===== src/common/mps_params.svh =====
// Constants for the modem power sequencer: offsets, fields, times, counts.
// Included by the design modules; holds definitions only.
`ifndef MPS_PARAMS_SVH
`define MPS_PARAMS_SVH

`define MPS_CLK_HZ 10000000
`define MPS_CYC_PER_MS (`MPS_CLK_HZ / 1000)
`define MPS_CYC_PER_US (`MPS_CLK_HZ / 1000000)

`define MPS_TX_MIN_MS 32
`define MPS_TX_MAX_HI_MS 7000
`define MPS_TX_MAX_LO_MS 20000
`define MPS_TX_MIN_CYC (`MPS_TX_MIN_MS * `MPS_CYC_PER_MS)
`define MPS_TX_MAX_HI_CYC (`MPS_TX_MAX_HI_MS * `MPS_CYC_PER_MS)
`define MPS_TX_MAX_LO_CYC (`MPS_TX_MAX_LO_MS * `MPS_CYC_PER_MS)

`define MPS_DUTY_NUM 3
`define MPS_DUTY_DEN 10

`define MPS_RST_DELAY_US 100
`define MPS_RST_DELAY_CYC (`MPS_RST_DELAY_US * `MPS_CYC_PER_US)
`define MPS_CTS_PULSE_US 10
`define MPS_CTS_PULSE_CYC (`MPS_CTS_PULSE_US * `MPS_CYC_PER_US)
`define MPS_FLASH_MS 250
`define MPS_FLASH_CYC (`MPS_FLASH_MS * `MPS_CYC_PER_MS)

`define MPS_OFF_CTRL 8'h00
`define MPS_OFF_EVENT 8'h04
`define MPS_OFF_STATUS 8'h08
`define MPS_CTRL_RESET 4'h0

`define MPS_CTRL_LED_DIS 0
`define MPS_CTRL_LOW_RATE 1
`define MPS_CTRL_RX_EN 2
`define MPS_CTRL_TX_REQ 3

`define MPS_EVT_BOOT 0
`define MPS_EVT_INIT 1
`define MPS_EVT_CMD 2
`define MPS_EVT_NET 3
`define MPS_EVT_DEREG 4
`define MPS_EVT_SAVE 5
`define MPS_EVT_SHUT 6

`endif


===== src/common/mps_pkg.sv =====
// Types of the modem power sequencer.
// Needs nothing from its surroundings.
package mps_pkg;
  typedef enum logic [2:0] {
    st_off = 3'h0,
    st_reset = 3'h1,
    st_boot = 3'h2,
    st_init = 3'h3,
    st_link = 3'h4,
    st_dereg = 3'h5,
    st_save = 3'h6
  } mps_state_t;
  typedef enum logic [1:0] {
    ps_off = 2'h0,
    ps_sleep = 2'h1,
    ps_receive = 2'h2,
    ps_transmit = 2'h3
  } mps_pstate_t;
endpackage


===== src/common/mps_if.sv =====
// Link between the sequencer and its transmit guard.
// Both ends run on the same clock.
`timescale 1ns/1ps
`default_nettype none
interface mps_if;
  logic tx_req;
  logic low_rate;
  logic enable;
  logic tx_on;
  modport ctl(output tx_req, output low_rate, output enable, input tx_on);
  modport guard(input tx_req, input low_rate, input enable, output tx_on);
endinterface
`default_nettype wire


===== src/rtl/mps_top.sv =====
// Power control and power-up sequencer of the modem, with APB registers.
// Assumes pins arrive asynchronously; APB master runs on clk_sys.
//
// Chosen here: the address map and the APB interface to the registers.
`timescale 1ns/1ps
`default_nettype none
`include "mps_params.svh"
// How it works
// - Power request with supply present starts the power-up sequence
// - Shutdown command waits until power request is also dropped
// - Dropping power request detaches from network before the off state
// - Supply loss resets the sequencer to off, keeping the saved flag, without de-registration
// - CPU reset released only after supply detector plus reset delay
// - Host reset input forces a reset while supply stays applied
// - CPU starts initialising only after host reset is released
// - Clear-to-send pulses briefly during CPU boot
// - Native and serial interfaces activate only after initialisation
// - After initialisation data-set-ready asserts, then link setup starts
// - Clear-to-send asserts after command interface is ready
// - Carrier-detect asserts after network registration acknowledge
// - Four power states: off, sleep, receive, transmit
// - A control disables the indicator LEDs, except the start-up and power-down flashes
// - LEDs flash at start-up, receive and transmit flash at power-down
// - Transmit burst lasts 32ms to 7s, or up to 20s at low rate
// - Transmit duty cycle never exceeds 30 percent
// - Host reset, handshake lines, LEDs and CPU reset are active low
// - Power-down drops carrier-detect, saves settings, then data-set-ready
// - Host reset after shutdown gives a cold start, discarding settings
module mps_top #(
  parameter int unsigned RST_DELAY = `MPS_RST_DELAY_CYC,
  parameter int unsigned CTS_PULSE = `MPS_CTS_PULSE_CYC,
  parameter int unsigned FLASH_HALF = `MPS_FLASH_CYC,
  parameter int unsigned TX_MIN = `MPS_TX_MIN_CYC,
  parameter int unsigned TX_MAX_HI = `MPS_TX_MAX_HI_CYC,
  parameter int unsigned TX_MAX_LO = `MPS_TX_MAX_LO_CYC
) (
  input wire logic clk_sys,
  input wire logic rst_b,
  input wire logic psel,
  input wire logic penable,
  input wire logic pwrite,
  input wire logic [7:0] paddr,
  input wire logic [31:0] pwdata,
  output logic [31:0] prdata,
  output logic pready,
  output logic pslverr,
  input wire logic host_power_request,
  input wire logic host_reset_n,
  input wire logic supply_ok,
  output logic cpu_reset_n,
  output logic cts_n,
  output logic dsr_n,
  output logic dcd_n,
  output logic [2:0] led_n,
  output logic native_if_active,
  output logic serial_if_active,
  output logic radio_rx,
  output logic radio_tx,
  output logic [1:0] power_state
);
  mps_if mif();

  generate
    if (RST_DELAY < 1 || CTS_PULSE < 1 || FLASH_HALF < 1) begin : g_bad
      $error("Sequencer counts must be at least one cycle");
    end
  endgenerate

  mps_tx_guard #(
    .TX_MIN(TX_MIN),
    .TX_MAX_HI(TX_MAX_HI),
    .TX_MAX_LO(TX_MAX_LO)
  ) u_guard (
    .clk_sys(clk_sys),
    .rst_b(rst_b),
    .mif(mif.guard)
  );

  // Pin synchronisers
  logic [2:0] sync1, sync2;
  logic pwr_req, hrst_n, sup_ok;
  always_ff @(posedge clk_sys or negedge rst_b) begin
    if (!rst_b) begin
      sync1 <= 3'h0;
      sync2 <= 3'h0;
    end else begin
      sync1 <= {supply_ok, host_reset_n, host_power_request};
      sync2 <= sync1;
    end
  end
  assign pwr_req = sync2[0];
  assign hrst_n = sync2[1];
  assign sup_ok = sync2[2];

  function automatic logic [1:0] reg_sel(input logic [7:0] a);
    case (a)
      `MPS_OFF_CTRL: reg_sel = 2'h0;
      `MPS_OFF_EVENT: reg_sel = 2'h1;
      `MPS_OFF_STATUS: reg_sel = 2'h2;
      default: reg_sel = 2'h3;
    endcase
  endfunction

  // Sequencer state
  mps_pkg::mps_state_t state, next_state;
  logic [31:0] cnt, next_cnt, fcnt, next_fcnt;
  logic cmd_up, next_cmd_up, net_up, next_net_up;
  logic shut_pend, next_shut_pend, saved, next_saved, blink, next_blink;
  logic next_cpu_reset_n, next_cts_n, next_dsr_n, next_dcd_n, next_if_active;
  logic next_radio_rx;
  logic [2:0] next_led_n, led_on;
  logic [1:0] next_power_state;
  logic linked;

  // Bus state
  logic [3:0] ctrl, next_ctrl;
  logic [6:0] evt;
  logic [31:0] next_prdata, status;
  logic next_pready, next_pslverr, wr;

  assign status = {19'h0, sup_ok, hrst_n, pwr_req, mif.tx_on, net_up, cmd_up,
                   saved, shut_pend, power_state, state};

  always_comb begin
    next_pready = psel && penable && !pready;
    next_prdata = prdata;
    next_pslverr = 1'b0;
    next_ctrl = ctrl;
    evt = 7'h00;
    wr = psel && penable && pready && pwrite && !pslverr;
    if (next_pready) begin
      next_pslverr = reg_sel(paddr) == 2'h3;
      unique case (reg_sel(paddr))
        2'h0: next_prdata = {28'h0000000, ctrl};
        2'h2: next_prdata = status;
        default: next_prdata = 32'h0000_0000;
      endcase
    end
    if (wr && reg_sel(paddr) == 2'h0) begin
      next_ctrl = pwdata[3:0];
    end
    if (wr && reg_sel(paddr) == 2'h1) begin
      evt = pwdata[6:0];
    end
  end

  always_ff @(posedge clk_sys or negedge rst_b) begin
    if (!rst_b) begin
      pready <= 1'b0;
      prdata <= 32'h0000_0000;
      pslverr <= 1'b0;
      ctrl <= `MPS_CTRL_RESET;
    end else begin
      pready <= next_pready;
      prdata <= next_prdata;
      pslverr <= next_pslverr;
      ctrl <= next_ctrl;
    end
  end

  assign mif.tx_req = ctrl[`MPS_CTRL_TX_REQ];
  assign mif.low_rate = ctrl[`MPS_CTRL_LOW_RATE];
  assign mif.enable = state == mps_pkg::st_link;

  always_comb begin
    next_state = state;
    next_cnt = cnt;
    next_cmd_up = cmd_up;
    next_net_up = net_up;
    next_saved = saved;
    if (!sup_ok) begin
      next_state = mps_pkg::st_off;
      next_cnt = 32'h0000_0000;
      next_cmd_up = 1'b0;
      next_net_up = 1'b0;
    end else if (!hrst_n) begin
      next_state = pwr_req ? mps_pkg::st_reset : mps_pkg::st_off;
      next_cnt = 32'h0000_0000;
      next_cmd_up = 1'b0;
      next_net_up = 1'b0;
      next_saved = 1'b0;
    end else begin
      unique case (state)
        mps_pkg::st_off: begin
          next_cnt = 32'h0000_0000;
          if (pwr_req) next_state = mps_pkg::st_reset;
        end
        mps_pkg::st_reset: begin
          if (!pwr_req) begin
            next_state = mps_pkg::st_off;
          end else if (cnt >= RST_DELAY - 1) begin
            next_state = mps_pkg::st_boot;
            next_cnt = 32'h0000_0000;
          end else begin
            next_cnt = cnt + 32'h0000_0001;
          end
        end
        mps_pkg::st_boot: begin
          if (cnt < CTS_PULSE) next_cnt = cnt + 32'h0000_0001;
          if (!pwr_req) next_state = mps_pkg::st_off;
          else if (evt[`MPS_EVT_BOOT]) next_state = mps_pkg::st_init;
        end
        mps_pkg::st_init: begin
          if (!pwr_req) next_state = mps_pkg::st_off;
          else if (evt[`MPS_EVT_INIT]) next_state = mps_pkg::st_link;
        end
        mps_pkg::st_link: begin
          if (evt[`MPS_EVT_CMD]) next_cmd_up = 1'b1;
          if (evt[`MPS_EVT_NET]) next_net_up = 1'b1;
          if (!pwr_req) next_state = mps_pkg::st_dereg;
        end
        mps_pkg::st_dereg: begin
          if (evt[`MPS_EVT_DEREG]) begin
            next_net_up = 1'b0;
            next_state = mps_pkg::st_save;
          end
        end
        mps_pkg::st_save: begin
          if (evt[`MPS_EVT_SAVE]) begin
            next_saved = 1'b1;
            next_cmd_up = 1'b0;
            next_state = mps_pkg::st_off;
          end
        end
        default: next_state = mps_pkg::st_off;
      endcase
    end
    next_shut_pend = shut_pend;
    if (next_state == mps_pkg::st_off) next_shut_pend = 1'b0;
    if (evt[`MPS_EVT_SHUT]) next_shut_pend = 1'b1;
    next_fcnt = fcnt + 32'h0000_0001;
    next_blink = blink;
    if (fcnt >= FLASH_HALF - 1) begin
      next_fcnt = 32'h0000_0000;
      next_blink = !blink;
    end
    linked = next_state == mps_pkg::st_link || next_state == mps_pkg::st_dereg
             || next_state == mps_pkg::st_save;
    next_cpu_reset_n = !(next_state == mps_pkg::st_off || next_state == mps_pkg::st_reset);
    next_cts_n = !((next_state == mps_pkg::st_boot && next_cnt < CTS_PULSE)
                   || (linked && next_cmd_up));
    next_dsr_n = !linked;
    next_dcd_n = !next_net_up;
    next_if_active = linked;
    next_radio_rx = linked && ctrl[`MPS_CTRL_RX_EN];
    if (!next_cpu_reset_n) next_power_state = mps_pkg::ps_off;
    else if (mif.tx_on) next_power_state = mps_pkg::ps_transmit;
    else if (next_radio_rx) next_power_state = mps_pkg::ps_receive;
    else next_power_state = mps_pkg::ps_sleep;
    if (next_state == mps_pkg::st_boot) begin
      led_on = {3{next_blink}};
    end else if (next_state == mps_pkg::st_dereg || next_state == mps_pkg::st_save) begin
      led_on = {1'b0, next_blink, next_blink};
    end else if (ctrl[`MPS_CTRL_LED_DIS]) begin
      led_on = 3'h0;
    end else begin
      led_on = {linked, mif.tx_on, next_radio_rx};
    end
    next_led_n = ~led_on;
  end

  always_ff @(posedge clk_sys or negedge rst_b) begin
    if (!rst_b) begin
      state <= mps_pkg::st_off;
      cnt <= 32'h0000_0000;
      fcnt <= 32'h0000_0000;
      blink <= 1'b0;
      cmd_up <= 1'b0;
      net_up <= 1'b0;
      shut_pend <= 1'b0;
      saved <= 1'b0;
      cpu_reset_n <= 1'b0;
      cts_n <= 1'b1;
      dsr_n <= 1'b1;
      dcd_n <= 1'b1;
      led_n <= 3'h7;
      native_if_active <= 1'b0;
      serial_if_active <= 1'b0;
      radio_rx <= 1'b0;
      radio_tx <= 1'b0;
      power_state <= mps_pkg::ps_off;
    end else begin
      state <= next_state;
      cnt <= next_cnt;
      fcnt <= next_fcnt;
      blink <= next_blink;
      cmd_up <= next_cmd_up;
      net_up <= next_net_up;
      shut_pend <= next_shut_pend;
      saved <= next_saved;
      cpu_reset_n <= next_cpu_reset_n;
      cts_n <= next_cts_n;
      dsr_n <= next_dsr_n;
      dcd_n <= next_dcd_n;
      led_n <= next_led_n;
      native_if_active <= next_if_active;
      serial_if_active <= next_if_active;
      radio_rx <= next_radio_rx;
      radio_tx <= mif.tx_on;
      power_state <= next_power_state;
    end
  end
endmodule
`default_nettype wire


===== src/rtl/mps_tx_guard.sv =====
// Transmit burst timer and duty limiter of the modem power sequencer.
// Assumes requests and enable come from logic on clk_sys.
`timescale 1ns/1ps
`default_nettype none
`include "mps_params.svh"
module mps_tx_guard #(
  parameter int unsigned TX_MIN = `MPS_TX_MIN_CYC,
  parameter int unsigned TX_MAX_HI = `MPS_TX_MAX_HI_CYC,
  parameter int unsigned TX_MAX_LO = `MPS_TX_MAX_LO_CYC
) (
  input wire logic clk_sys,
  input wire logic rst_b,
  mps_if.guard mif
);
  localparam logic [31:0] DEBT_UP = 32'(`MPS_DUTY_DEN - `MPS_DUTY_NUM);
  localparam logic [31:0] DEBT_DN = 32'(`MPS_DUTY_NUM);

  logic tx_on, next_tx_on;
  logic [31:0] cnt, next_cnt, debt, next_debt, max_cyc;

  generate
    if (TX_MIN < 1 || TX_MAX_HI < TX_MIN || TX_MAX_LO < TX_MIN) begin : g_bad
      $error("Transmit burst limits are inconsistent");
    end
  endgenerate

  always_comb begin
    max_cyc = mif.low_rate ? TX_MAX_LO : TX_MAX_HI;
    next_tx_on = tx_on;
    next_cnt = cnt;
    next_debt = debt;
    if (tx_on) begin
      next_cnt = cnt + 32'h0000_0001;
      next_debt = debt + DEBT_UP;
      if (!mif.enable || (next_cnt >= TX_MIN && (!mif.tx_req || next_cnt >= max_cyc))) begin
        next_tx_on = 1'b0;
      end
    end else begin
      next_cnt = 32'h0000_0000;
      next_debt = (debt >= DEBT_DN) ? debt - DEBT_DN : 32'h0000_0000;
      if (mif.enable && mif.tx_req && debt == 32'h0000_0000) begin
        next_tx_on = 1'b1;
      end
    end
  end

  always_ff @(posedge clk_sys or negedge rst_b) begin
    if (!rst_b) begin
      tx_on <= 1'b0;
      cnt <= 32'h0000_0000;
      debt <= 32'h0000_0000;
    end else begin
      tx_on <= next_tx_on;
      cnt <= next_cnt;
      debt <= next_debt;
    end
  end

  assign mif.tx_on = tx_on;
endmodule
`default_nettype wire


===== config.mk =====
export PLATFORM = sky130hd
export DESIGN_NAME = mps_top
export DESIGN_NICKNAME = d
export VERILOG_FILES = /design/src/common/mps_pkg.sv /design/src/common/mps_if.sv /design/src/rtl/mps_top.sv /design/src/rtl/mps_tx_guard.sv
export VERILOG_INCLUDE_DIRS = /design/src /design/src/common
export SDC_FILE = /design/constraint.sdc
export NUM_CORES = 1
export LEC_CHECK = 0
export BUFFER_PORTS_ARGS = -buffer_cell sky130_fd_sc_hd__buf_2
export CAP_MARGIN = 20
export CORE_UTILIZATION = 45
export DETAILED_ROUTE_END_ITERATION = 10
export PLACE_DENSITY = 0.74
export SYNTH_ARGS = -nofsm -noshare
export SYNTH_HDL_FRONTEND = slang
export SYNTH_HIERARCHICAL = 1
export SYNTH_SLANG_ARGS = --single-unit

===== constraint.sdc =====
create_clock -name clk_sys -period 8.5 [get_ports clk_sys]
set_input_delay 1.7 -clock clk_sys [delete_from_list [all_inputs] [get_ports clk_sys]]
set_output_delay 1.7 -clock clk_sys [all_outputs]
set_load 0.05 [all_outputs]

Yosys cells after proc, flatten, opt, wreduce, memory -nomap -nowiden
Index checks and enable logic that the tools add are counted.

Register bits: 193. Output and inout port bits: 47. Word-level logic and storage cells: 149.

$add $sub $neg: 5. $lt $le $gt $ge: 7. Eq/ne operators: 18. Multiplexer cells: 55. Bitwise operators: 1. Reductions and logical operators: 37.

Operator list (count): 32-bit 2-to-1 mux (9); 32-bit by 1-bit adder with 32-bit output, second input constant (3); 32-bit one-hot mux with 3 select lines (1); 32-bit by 7-bit less-than comparator with 1-bit output, second input constant (2); 3-bit 2-to-1 mux (15); 32-bit by 3-bit adder with 32-bit output, second input constant (1); 32-bit by 10-bit >= comparator with 1-bit output, second input constant (1); 32-bit by 19-bit >= comparator with 1-bit output, second input constant (1); 32-bit by 2-bit >= comparator with 1-bit output, second input constant (1); 32-bit by 22-bit >= comparator with 1-bit output, second input constant (1); 32-bit >= comparator (1); 32-bit zero test (1); 32-bit by 2-bit subtractor with 32-bit output, second input constant (1); 28-bit 2-to-1 mux (1); 13-bit one-hot mux with 2 select lines (1); 3-bit one-hot mux with 7 select lines (1); 1-bit 2-to-1 mux (19); 3-bit == test, second input constant (6); 1-bit logical AND (13); 3-bit by 2-bit == test with 1-bit output, second input constant (3); 1-bit zero test (9); 8-bit by 3-bit == test with 1-bit output, second input constant (1); 8-bit by 4-bit == test with 1-bit output, second input constant (1); 8-bit zero test (1); 14 further kinds (29).

Logic depth before layout (Yosys ltp)
Gate-level depths: netlist of run 1.

Word-level depth: 19. Gate-level depth with buffers: 15. Gate-level depth less buffers: 14.

Modules after synthesis
The synthesis of run 1 kept the hierarchy.

Modules (own cells, without submodules): mps_top (times used 1, cells each 435, area each 4911.0 µm²); mps_tx_guard (times used 1, cells each 540, area each 4675.7 µm²).

Least setup slack after synthesis of run 1
No wires, ideal clock.

Path type: input -> register. Start: in paddr[3]. End: reg cts_n. Library setup time: 81 ps. Arrival: 3266 ps. Data required time: 8419 ps. Path slack: 5154 ps. Stages on the path: 9. Cell sequence: buf_6 nor4bb_4 and4_1 buf_4 a21boi_2 o311a_1 o31a_2 and4_4 a32oi_1.

Word-level cells in the longest chain between the ends: 16.

Ends and longest elaborated chain: from (decl) (line mps_top.sv:42) `input wire logic [7:0] paddr,`; 8-bit by 4-bit == test with 1-bit output (tied with other cells) (line mps_top.sv:96) `case (a)`; 2-bit one-hot mux with 3 select lines (*) (line mps_top.sv:96); 2-bit by 1-bit == test with 1-bit output (*) (line mps_top.sv:142) `if (wr && reg_sel(paddr) == 2'h1) begin`; 1-bit logical AND (*) (line mps_top.sv:142); 7-bit 2-to-1 mux (*) (line mps_top.sv:142); 3-bit 2-to-1 mux (on tied branches) (line mps_top.sv:205, mps_top.sv:201); 3-bit 2-to-1 mux (on tied branches) (line mps_top.sv:204, mps_top.sv:200); 3-bit one-hot mux with 7 select lines (line mps_top.sv:183) `unique case (state)`; 3-bit 2-to-1 mux (line mps_top.sv:176) `end else if (!hrst_n) begin`; 3-bit 2-to-1 mux (line mps_top.sv:171) `if (!sup_ok) begin`; 3-bit == test (line mps_top.sv:237) `linked = next_state == mps_pkg::st_link || next_state == mps_pkg::st_dereg`; 1-bit logical OR (line mps_top.sv:237); 1-bit logical OR (line mps_top.sv:238) `|| next_state == mps_pkg::st_save;`; 1-bit logical AND (line mps_top.sv:241) `|| (linked && next_cmd_up));`; 1-bit logical OR (*) (line mps_top.sv:241); 1-bit zero test (*) (line mps_top.sv:240) `next_cts_n = !((next_state == mps_pkg::st_boot && next_cnt < CTS_PULSE)`; named net next_cts_n (line mps_top.sv:109) `logic next_cpu_reset_n, next_cts_n, next_dsr_n, next_dcd_n, next_if_active;`; to (signal assigned) (line mps_top.sv:292) `cts_n <= next_cts_n;`; to (decl) (line mps_top.sv:51) `output logic cts_n,`.

Mark *: on every way through the listed nets, which the timed path passes. The rest lies on a longest branch. A chain may end at the register's enable or synchronous reset.

Final worst setup path of run 1
Start: reg u_guard.cnt[9]. End: reg u_guard.tx_on (netlist: u_guard/mif.tx_on).

Word-level cells in the longest chain between the ends: 7.

Ends and longest elaborated chain: from (decl) (line mps_tx_guard.sv:19) `logic [31:0] cnt, next_cnt, debt, next_debt, max_cyc;`; from (signal assigned) (line mps_tx_guard.sv:54) `cnt <= next_cnt;`; 32-bit by 1-bit adder with 32-bit output (*) (line mps_tx_guard.sv:33) `next_cnt = cnt + 32'h0000_0001;`; 32-bit >= comparator (line mps_tx_guard.sv:35) `if (!mif.enable || (next_cnt >= TX_MIN && (!mif.tx_req || next_cnt >= max_cyc))) begin`; 1-bit logical OR (line mps_tx_guard.sv:35); 1-bit logical AND (*) (line mps_tx_guard.sv:35); 1-bit logical OR (*) (line mps_tx_guard.sv:35); 1-bit 2-to-1 mux (*) (line mps_tx_guard.sv:35); 1-bit 2-to-1 mux (*) (line mps_tx_guard.sv:32) `if (tx_on) begin`; named net u_guard.next_tx_on (line mps_tx_guard.sv:18) `logic tx_on, next_tx_on;`; to (signal assigned) (line mps_tx_guard.sv:53) `tx_on <= next_tx_on;`; to (decl) (line mps_tx_guard.sv:18).

Marks and branches as above.

==> results_dict.tcl, run 1 <==
set metrics [dict create \
    viasPerCell 5.45 \
    skew_ps 11.5 \
    fin_crit_sh_pct 47.6 \
    hpwlAfterDp_um 13700 \
    holdBufCountCts 0 \
    status "finished clean" \
    fmax_mhz 247 \
    io_buffers 50 \
    overflow 0 \
    area_growth_syn_to_layout_pct 9.44 \
    rows 53 \
    postCtsSetupBuffers 0 \
    ctsResizeCount 0 \
    grt_usage_pct 19.6 \
    clkSlewWorstSetupHoldPaths_ps 70 \
    synth.area.top_cells "dfrtp_1 (44%), xnor2_1 (5.0%), xor2_1 (4.1%)" \
    core_um2 21000 \
    drv_slew 0 \
    synth.largest_area_cell "dfrtp_1" \
    antenna_found_initial 0 \
    path_max_fanout 8 \
    peakVddDrop_mv 0.104 \
    wl_per_cell_um 15.4 \
    num_io_pins 95 \
    grt_pass1_wl_um 34500 \
    critPathKind "register to register" \
    hold_viol 0 \
    n_antenna_cell 0 \
    first_pass_iters 5 \
    postPlaceCellArea_um2 9910 \
    totalPowerFinal_mw 1.69 \
    final_area_um2 10500 \
    worst_pin_slew_ps 1070 \
    dp_slack_ps 4490 \
    path_delay_family "simple AND/OR/NAND/NOR gates" \
    route.met3.wl_um 681 \
    clkSinkCount 174 \
    crit_arrival_ps 4360 \
    crit_path_frequent_cell "nand4_1" \
    fillers 1936 \
    nets 1080 \
    dp_cells 1265 \
    cp-start-kind "register" \
    synth_ff_type "dfrtp_1" \
    syn_area_per_cell_um2 9.83 \
    dieArea_um2 21900 \
    met1_length_um 9390 \
    synth_cell_types 96 \
    tns_ps 0 \
    die_h_um 148 \
    yosysSeqAreaShare_pct 45.5 \
    synth-async-reset-ratio_pct 100 \
    detail-route-antenna-nets 0 \
    totalWireLength_um 19900 \
    wl_met2_um 9540 \
    route.detailed.drc 0 \
    crit_slowest_cell "nor4_1" \
    fin_crit_ps 4050 \
    end_kind "register" \
    grt_pass1_vias 6992 \
    synth_cells 975 \
    yosysWarnings 6 \
    cts_buffer_depth 2 \
    critPathBufInv 0 \
    first_iter_violations 435 \
    gp_congestion 0.855 \
    dr.max_layer_used "met4" \
    drive_gt1_share_pct 13.3 \
    yosysTopAreaCellShare_pct 43.9 \
    relSlewSlack_pct 28.0 \
    vias 7063 \
    drv_cap 0 \
    cp.required_ps 8810 \
    cts-buffers-inserted 17 \
    root_buffer "clkbuf_16" \
    p_leak_nw 4.78 \
    die_w_um 148 \
    cp_cell_sequence "nand4_1, nor4_1, and2_1, nand3_1, xnor2_1, ha_1, nand4_1, or4_1, nor4b_1, a31oi_1, a32oi_1, o31ai_1" \
    start_util_pct 45.7 \
    powerDensity_nw_per_um2 161 \
    final_cells 1296 \
    syn_area_um2 9590 \
    cts_tree "done" \
    final.setup.worst_slack_ps 4450 \
    cp_slowest_stage_delay_ps 660 \
    htreeDepth 4 \
    clock_latency_ps 430 \
    grt_max_degree 87 \
    rsz0062_at_grt "no" \
    min_path_type "register to register" \
    finalSetupViolCount 0 \
    synth_edf_count 0 \
    ys_ff_latch 174 \
]
-- cell usage in the layout, fill, tap and decap left out, drive strengths merged, types with 5 or more instances in the layout --
| cell | instances |
|---|---|
| dfrtp | 168 |
| nor2 | 99 |
| nand2 | 87 |
| xnor2 | 55 |
| buf | 53 |
| and2 | 47 |
| xor2 | 45 |
| inv | 32 |
| nand3 | 31 |
| conb | 29 |
| nor3 | 29 |
| nand4 | 29 |
| o21ai | 28 |
| nor4 | 27 |
| a21oi | 24 |
| ha | 23 |
| and3 | 19 |
| clkbuf | 19 |
| o22ai | 14 |
| a22o | 12 |
| o31ai | 11 |
| and4 | 11 |
| or3 | 10 |
| a31oi | 8 |
| a21o | 8 |
| a211oi | 7 |
| dfstp | 6 |
| nor3b | 5 |
| mux2i | 5 |
| nor2b | 5 |
| o21a | 5 |
| mux2 | 5 |
| or4 | 5 |
-- worst reg2reg max path, delay by kind of cell (launching register included) --
kind | cells | cell delay (ps)
AO/OA/AOI/OAI | 3 | 450
XOR/XNOR | 1 | 170
adder cells (fa/ha/maj) | 1 | 310
flip-flops | 1 | 460
AND/OR/NAND/NOR | 7 | 2540
-- synthesized netlist by cell type (9+ instances only) --
cell type and count:
a21oi_1 23, a22o_1 12, and2_1 46, and3_1 18
and4_1 9, buf_4 23, clkbuf_1 25, dfrtp_1 168
ha_1 23, inv_1 24, nand2_1 87, nand3_1 30
nand4_1 27, nor2_1 98, nor3_1 28, nor4_1 19
o21ai_0 27, o22ai_1 14, o31ai_1 10, or3_1 9
xnor2_1 55, xor2_1 45
-- flip-flops by register name, indices dropped and copies added (netlist names), 2 cells and up --
name and cells:
led_n 3, u_guard/cnt 32, power_state 2, sync2 3, ctrl 4, u_guard/debt 32
state 3, fcnt 32, cnt 32, sync1 3, prdata 13
-- final cells by class --
cell class	count	area [um2]	area share [%]
clock buffers	19	433	4.13
multi-input cells	737	4820	46.0
inverters	26	97.6	0.930
clock inverters	12	150	1.43
flip-flops and latches	174	4360	41.6
repair buffers	53	279	2.66
well taps	275	344	3.28
-- per-stage QoR --
step	hold slack [ps]	util [%]
2_1_floorplan	331	-
3_3_place_gp	334	47.2
3_5_place_dp	336	47.3
4_1_cts	341	50.1
5_1_grt	362	50.1
6_report	342	50.1
-- layer usage --
layer | vias to the layer above | track usage (%)
met4 | 0 | 6.75
li1 | 3475 | -
met3 | 24 | 3.46
met5 | - | 0
met1 | 3435 | 26.3
met2 | 129 | 31.9
-- logic make-up (layout without fill, tap and decap cells) --
logic type / after synthesis / after routing / share of synthesized area, %
AO/OA/AOI/OAI: 153 / 153 / 11.7
adder cells (fa/ha/maj): 23 / 23 / 3.00
multiplexers: 10 / 10 / 1.11
AND/OR/NAND/NOR: 422 / 422 / 24.3
other: 1 / 29 / 0.0391
buffers and inverters: 92 / 110 / 5.27
flip-flops: 174 / 174 / 45.5
XOR/XNOR: 100 / 100 / 9.14
-- worst paths after layout --
path | startpoint | to | slack, ps | cells after the start
max | u_guard/cnt[9] | u_guard/mif.tx_on | 4450 | 12
max reg2reg | u_guard/cnt[9] | u_guard/mif.tx_on | 4450 | 12
min in group asynchronous | rst_b | cnt[6] | 1290 | 1
max in group asynchronous | rst_b | dcd_n | 6080 | 2
min reg2reg | sync1[2] | sync2[2] | 340 | 0
min | sync1[2] | sync2[2] | 340 | 0
-- report_power, final --
group	leakage (nW)	total [mW]	internal, mW	switching, mW
Combinational	2.14	0.0640	0.0118	0.0522
Clock	0.279	0.784	0.441	0.344
Sequential	2.36	0.838	0.833	0.00527
Power figures use the tool's default switching activity.
==> inputs of run 2 (changes only) <==
==> constraint.sdc (replaced) <==
create_clock -name clk_sys -period 4 [get_ports clk_sys]
set_input_delay 0.8 -clock clk_sys [delete_from_list [all_inputs] [get_ports clk_sys]]
set_output_delay 0.8 -clock clk_sys [all_outputs]
set_load 0.05 [all_outputs]
==> results_dict.tcl, run 2 (synthesized netlist as in run 1, its figures left out) <==
set metrics [dict create \
    status "finished clean" \
    io_buffers 50 \
    clkSlewWorstSetupHoldPaths_ps 70 \
    viasPerCell 5.56 \
    fin_crit_ps 3710 \
    layout_commonest_cell "dfrtp_1" \
    first_iter_violations 500 \
    path_delay_family "simple AND/OR/NAND/NOR gates" \
    antenna_found_initial 0 \
    nets 1091 \
    hpwlAfterDp_um 13900 \
    vias 7276 \
    detail-route-antenna-nets 0 \
    final_area_um2 10600 \
    cts-buffers-inserted 17 \
    grt_usage_pct 19.3 \
    grt_pass1_wl_um 34200 \
    die_w_um 148 \
    final_cell_mix "dfrtp_1 (167), nor2_1 (98), nand2_1 (87)" \
    skew_ps 12.7 \
    met1_length_um 9360 \
    end_kind "register" \
    root_buffer "clkbuf_16" \
    swShare_pct 24.5 \
    ctsResizeCount 0 \
    cp-start-kind "register" \
    grt_pass1_vias 7002 \
    drv_slew 0 \
    dieArea_um2 21900 \
    clockPowerShare_pct 47.8 \
    cp.required_ps 4310 \
    tns_ps 0 \
    core_um2 21000 \
    totalWireLength_um 20100 \
    power.switching_uw 903 \
    finalSetupViolCount 0 \
    relSlewSlack_pct 39.7 \
    wl_met2_um 9640 \
    dr.max_layer_used "met4" \
    peakVddDrop_mv 0.230 \
    area_growth_syn_to_layout_pct 11.0 \
    worst_pin_slew_ps 896 \
    totalPowerFinal_mw 3.68 \
    crit_path_frequent_cell "or4_1" \
    drv_cap 0 \
    cp_cell_sequence "nand4_4, nor3_1, buf_4, and3_1, xor2_1, ha_1, nand4_1, or4_1, or4_1, nor4b_1, a31oi_1, a32oi_1, o31ai_1" \
    dp_slack_ps 362 \
    cts_buffer_depth 2 \
    rows 53 \
    first_pass_iters 5 \
    critPathBufInv 1 \
    route.met3.wl_um 840 \
    holdBufCountCts 0 \
    fmax_mhz 270 \
    clock_latency_ps 430 \
    wl_per_cell_um 15.4 \
    postCtsSetupBuffers 0 \
    num_io_pins 95 \
    clkSinkCount 174 \
    die_h_um 148 \
    crit_arrival_ps 4020 \
    postPlaceCellArea_um2 10000 \
    cts_tree "done" \
    combPwrFrac_pct 3.8 \
    powerDensity_nw_per_um2 346 \
    n_antenna_cell 0 \
    crit_slowest_cell "dfrtp_1" \
    grt_max_degree 91 \
    p_leak_nw 4.87 \
    min_path_type "register to register" \
    start_util_pct 45.7 \
    critPathKind "register to register" \
    drive_gt1_share_pct 14.6 \
    route.detailed.drc 0 \
    gp_congestion 0.858 \
    fin_crit_sh_pct 92.8 \
    cp_slowest_stage_delay_ps 490 \
    seq_power_share_pct 48.4 \
    path_max_fanout 8 \
    htreeDepth 4 \
    final.setup.worst_slack_ps 290 \
    overflow 0 \
    p_int_mw 2.77 \
    hold_viol 0 \
]
==> run 2: changes by cell type in the layout (fill, tap and decap cells not counted), moves of 2 or more <==
cell and change:
inv_8 +4, clkinvlp_4 -2, clkbuf_1 -2, buf_4 +9
==> run 2: worst paths after layout <==
path                                     end  cells after the start  slack (ps)           start
max reg2reg                u_guard/mif.tx_on                     13         290  u_guard/cnt[3]
min in group asynchronous             cnt[5]                      1         420           rst_b
max in group asynchronous           fcnt[20]                      2        2750           rst_b
max                        u_guard/mif.tx_on                     13         290  u_guard/cnt[3]
min                                 sync2[1]                      0         390        sync1[1]
min reg2reg                         sync2[1]                      0         390        sync1[1]
==> run 2: per-stage QoR <==
| stage | hold slack (ps) | cells | util (%) |
|---|---|---|---|
| floorplan | 331 | 1003 | - |
| global placement | 354 | 1275 | 47.7 |
| detailed placement | 365 | 1276 | 47.8 |
| CTS | 382 | 1308 | 50.7 |
| global route | 413 | 1308 | 50.8 |
| finish | 385 | 1308 | 50.8 |
==> run 2: final cells by class <==
type	count	area, um2
clock buffer	18	439
sequential	174	4360
clock inverter	14	188
timing repair buffer	64	378
tap	275	344
inverter	26	97.6
multi-input combinational	737	4830
fill	1862	10300
==> run 2: layer usage <==
layer  track usage, %  vias to the layer above
met4             6.19                        0
met3             3.15                       26
met5                0                        -
met1             26.1                     3560
met2             31.4                      180
li1                 -                     3510
==> run 2: power groups by stage <==
stage | clock (mW) | combinational [mW] | sequential [mW]
6_report | 1.76 | 0.138 | 1.78
3_3_place_gp | 0 | 0.139 | 1.81
3_5_place_dp | 0 | 0.140 | 1.81
5_1_grt | 1.87 | 0.154 | 1.78
4_1_cts | 1.79 | 0.141 | 1.78
2_1_floorplan | 0 | 0.0919 | 1.81
==> inputs of run 3 (changes only) <==
--- a/config.mk
+++ b/config.mk
@@ -10,7 +10,7 @@
 export CAP_MARGIN = 20
 export CORE_UTILIZATION = 45
 export DETAILED_ROUTE_END_ITERATION = 10
-export PLACE_DENSITY = 0.74
+export PLACE_DENSITY_LB_ADDON = 0.15
 export SYNTH_ARGS = -nofsm -noshare
 export SYNTH_HDL_FRONTEND = slang
 export SYNTH_HIERARCHICAL = 1
==> results_dict.tcl, run 3 (synthesized netlist as in run 1, its figures left out) <==
set metrics [dict create \
    dieArea_um2 21900 \
    cts_buffer_depth 2 \
    peakVddDrop_mv 0.281 \
    grt_pass1_wl_um 34700 \
    cp_cell_sequence "ha_1, nand4_1, nor2_1, nand3_1, xnor2_1, ha_1, nand4b_1, or4_1, or4_1, nor4b_1, a31oi_1, a32oi_1, o31ai_1" \
    clkSlewWorstSetupHoldPaths_ps 80 \
    vias 7038 \
    worst_pin_slew_ps 881 \
    totalPowerFinal_mw 3.70 \
    layout_commonest_cell "dfrtp_1" \
    die_w_um 148 \
    rrSetupSlack_ps 280 \
    die_h_um 148 \
    nets 1094 \
    hold_viol 0 \
    reg2reg_to "u_guard/mif.tx_on" \
    clkSinkCount 174 \
    grt_pass1_vias 6743 \
    first_iter_violations 286 \
    num_io_pins 95 \
    overflow 0 \
    first_pass_iters 5 \
    fin_crit_sh_pct 93.0 \
    cp-endpoint "u_guard/mif.tx_on" \
    detail-route-antenna-nets 0 \
    reg2reg_from "u_guard/cnt[0]" \
    end_kind "register" \
    cts_tree "done" \
    drv_cap 0 \
    crit_arrival_ps 4040 \
    totalWireLength_um 20400 \
    finalSetupViolCount 0 \
    fin_crit_ps 3720 \
    fmax_mhz 269 \
    startpoint "u_guard/cnt[0]" \
    rsz0062_at_grt "no" \
    start_util_pct 45.7 \
    n_antenna_cell 0 \
    critPathBufInv 0 \
    core_um2 21000 \
    final_cell_mix "dfrtp_1 (167), nor2_1 (98), nand2_1 (87)" \
    io_buffers 50 \
    antenna_found_initial 0 \
    min_path_type "input port to async pin" \
    grt_max_degree 65 \
    cp.required_ps 4320 \
    tns_ps 0 \
    postCtsSetupBuffers 0 \
    route.detailed.drc 0 \
    ff2ff_path_depth 13 \
    cts-buffers-inserted 17 \
    rows 53 \
    cp_slowest_stage_delay_ps 520 \
    wl_per_cell_um 15.6 \
    critPathKind "register to register" \
    viasPerCell 5.37 \
    crit_slowest_cell "or4_1" \
    area_growth_syn_to_layout_pct 11.6 \
    relSlewSlack_pct 40.7 \
    cp-start-kind "register" \
    path_delay_family "simple AND/OR/NAND/NOR gates" \
    gp_congestion 0.830 \
    worstSetupPathDepth 13 \
    status "finished clean" \
    clock_latency_ps 440 \
    htreeDepth 4 \
    drv_slew 0 \
    p_leak_nw 4.89 \
    root_buffer "clkbuf_16" \
    path_max_fanout 5 \
    hpwlAfterDp_um 14200 \
    powerDensity_nw_per_um2 346 \
    drive_gt1_share_pct 14.9 \
    skew_ps 18.2 \
    grt_usage_pct 19.8 \
]
[run 3: changes by cell type in the layout (fill, tap and decap cells not counted), sizes merged]
cell    change
clkbuf      -1
buf         +3
bufinv      -1
clkinv      +8
inv         -6
[run 3: worst min path at each step]
| stage | to | start | cells past startpoint | slack (ps) |
|---|---|---|---|---|
| 2_1_floorplan | sync2[0] | sync1[0] | 0 | 330 |
| 3_3_place_gp | sync2[1] | sync1[1] | 0 | 330 |
| 3_5_place_dp | sync2[1] | sync1[1] | 0 | 340 |
| 4_1_cts | cnt[6] | rst_b | 1 | 350 |
| 5_1_grt | sync2[0] | sync1[0] | 0 | 370 |
| 6_report | cnt[6] | rst_b | 1 | 330 |
[run 3: metrics by stage]
stage	utilization, %	area, um2	instances	hold slack (ps)	setup WS, ps
5_1_grt	51.0	10700	1311	368	46.6
6_report	51.0	10700	1311	335	278
3_3_place_gp	47.8	10000	1279	333	323
4_1_cts	51.0	10700	1311	352	272
2_1_floorplan	-	9690	1003	331	802
3_5_place_dp	47.8	10000	1279	336	274
[run 3: routing by layer]
layer	global-route usage (%)	up-vias	share of wire, %	wire length (um)
met4	5.15	0	1.1	215
li1	-	3496	-	-
met1	28.0	3409	50	10200
met3	3.61	15	3.1	641
met5	0	-	0	0
met2	31.3	118	46	9420
[run 3: power breakdown]
| part | internal [mW] | switching [mW] |
|---|---|---|
| sequential | 1.77 | 0.0108 |
| combinational | 0.0271 | 0.113 |
| clock | 0.926 | 0.857 |
[run 3: final cells by class]
type | count | area [um2]
flip-flops and latches | 174 | 4360
clock inverters | 15 | 238
clock buffers | 17 | 425
multi-input cells | 737 | 4830
inverters | 26 | 97.6
fillers | 1928 | 10300
repair buffers | 67 | 397
well taps | 275 | 344
[run 3: timing repair]
action | 4_1_cts | 5_1_grt
gates resized for setup | 0 | 1
endpoints found under the setup margin | 0 | 1
hold buffers | 0 | 0
[run 3: worst register-to-register path, delay by kind of cell (launching register included)]
kind	cells	cell delay [ps]
AOI/OAI and AO/OA	3	490
xor gates and xnor gates	1	180
adders and majority gates	2	600
DFF	1	400
and+or+nand+nor	7	1950
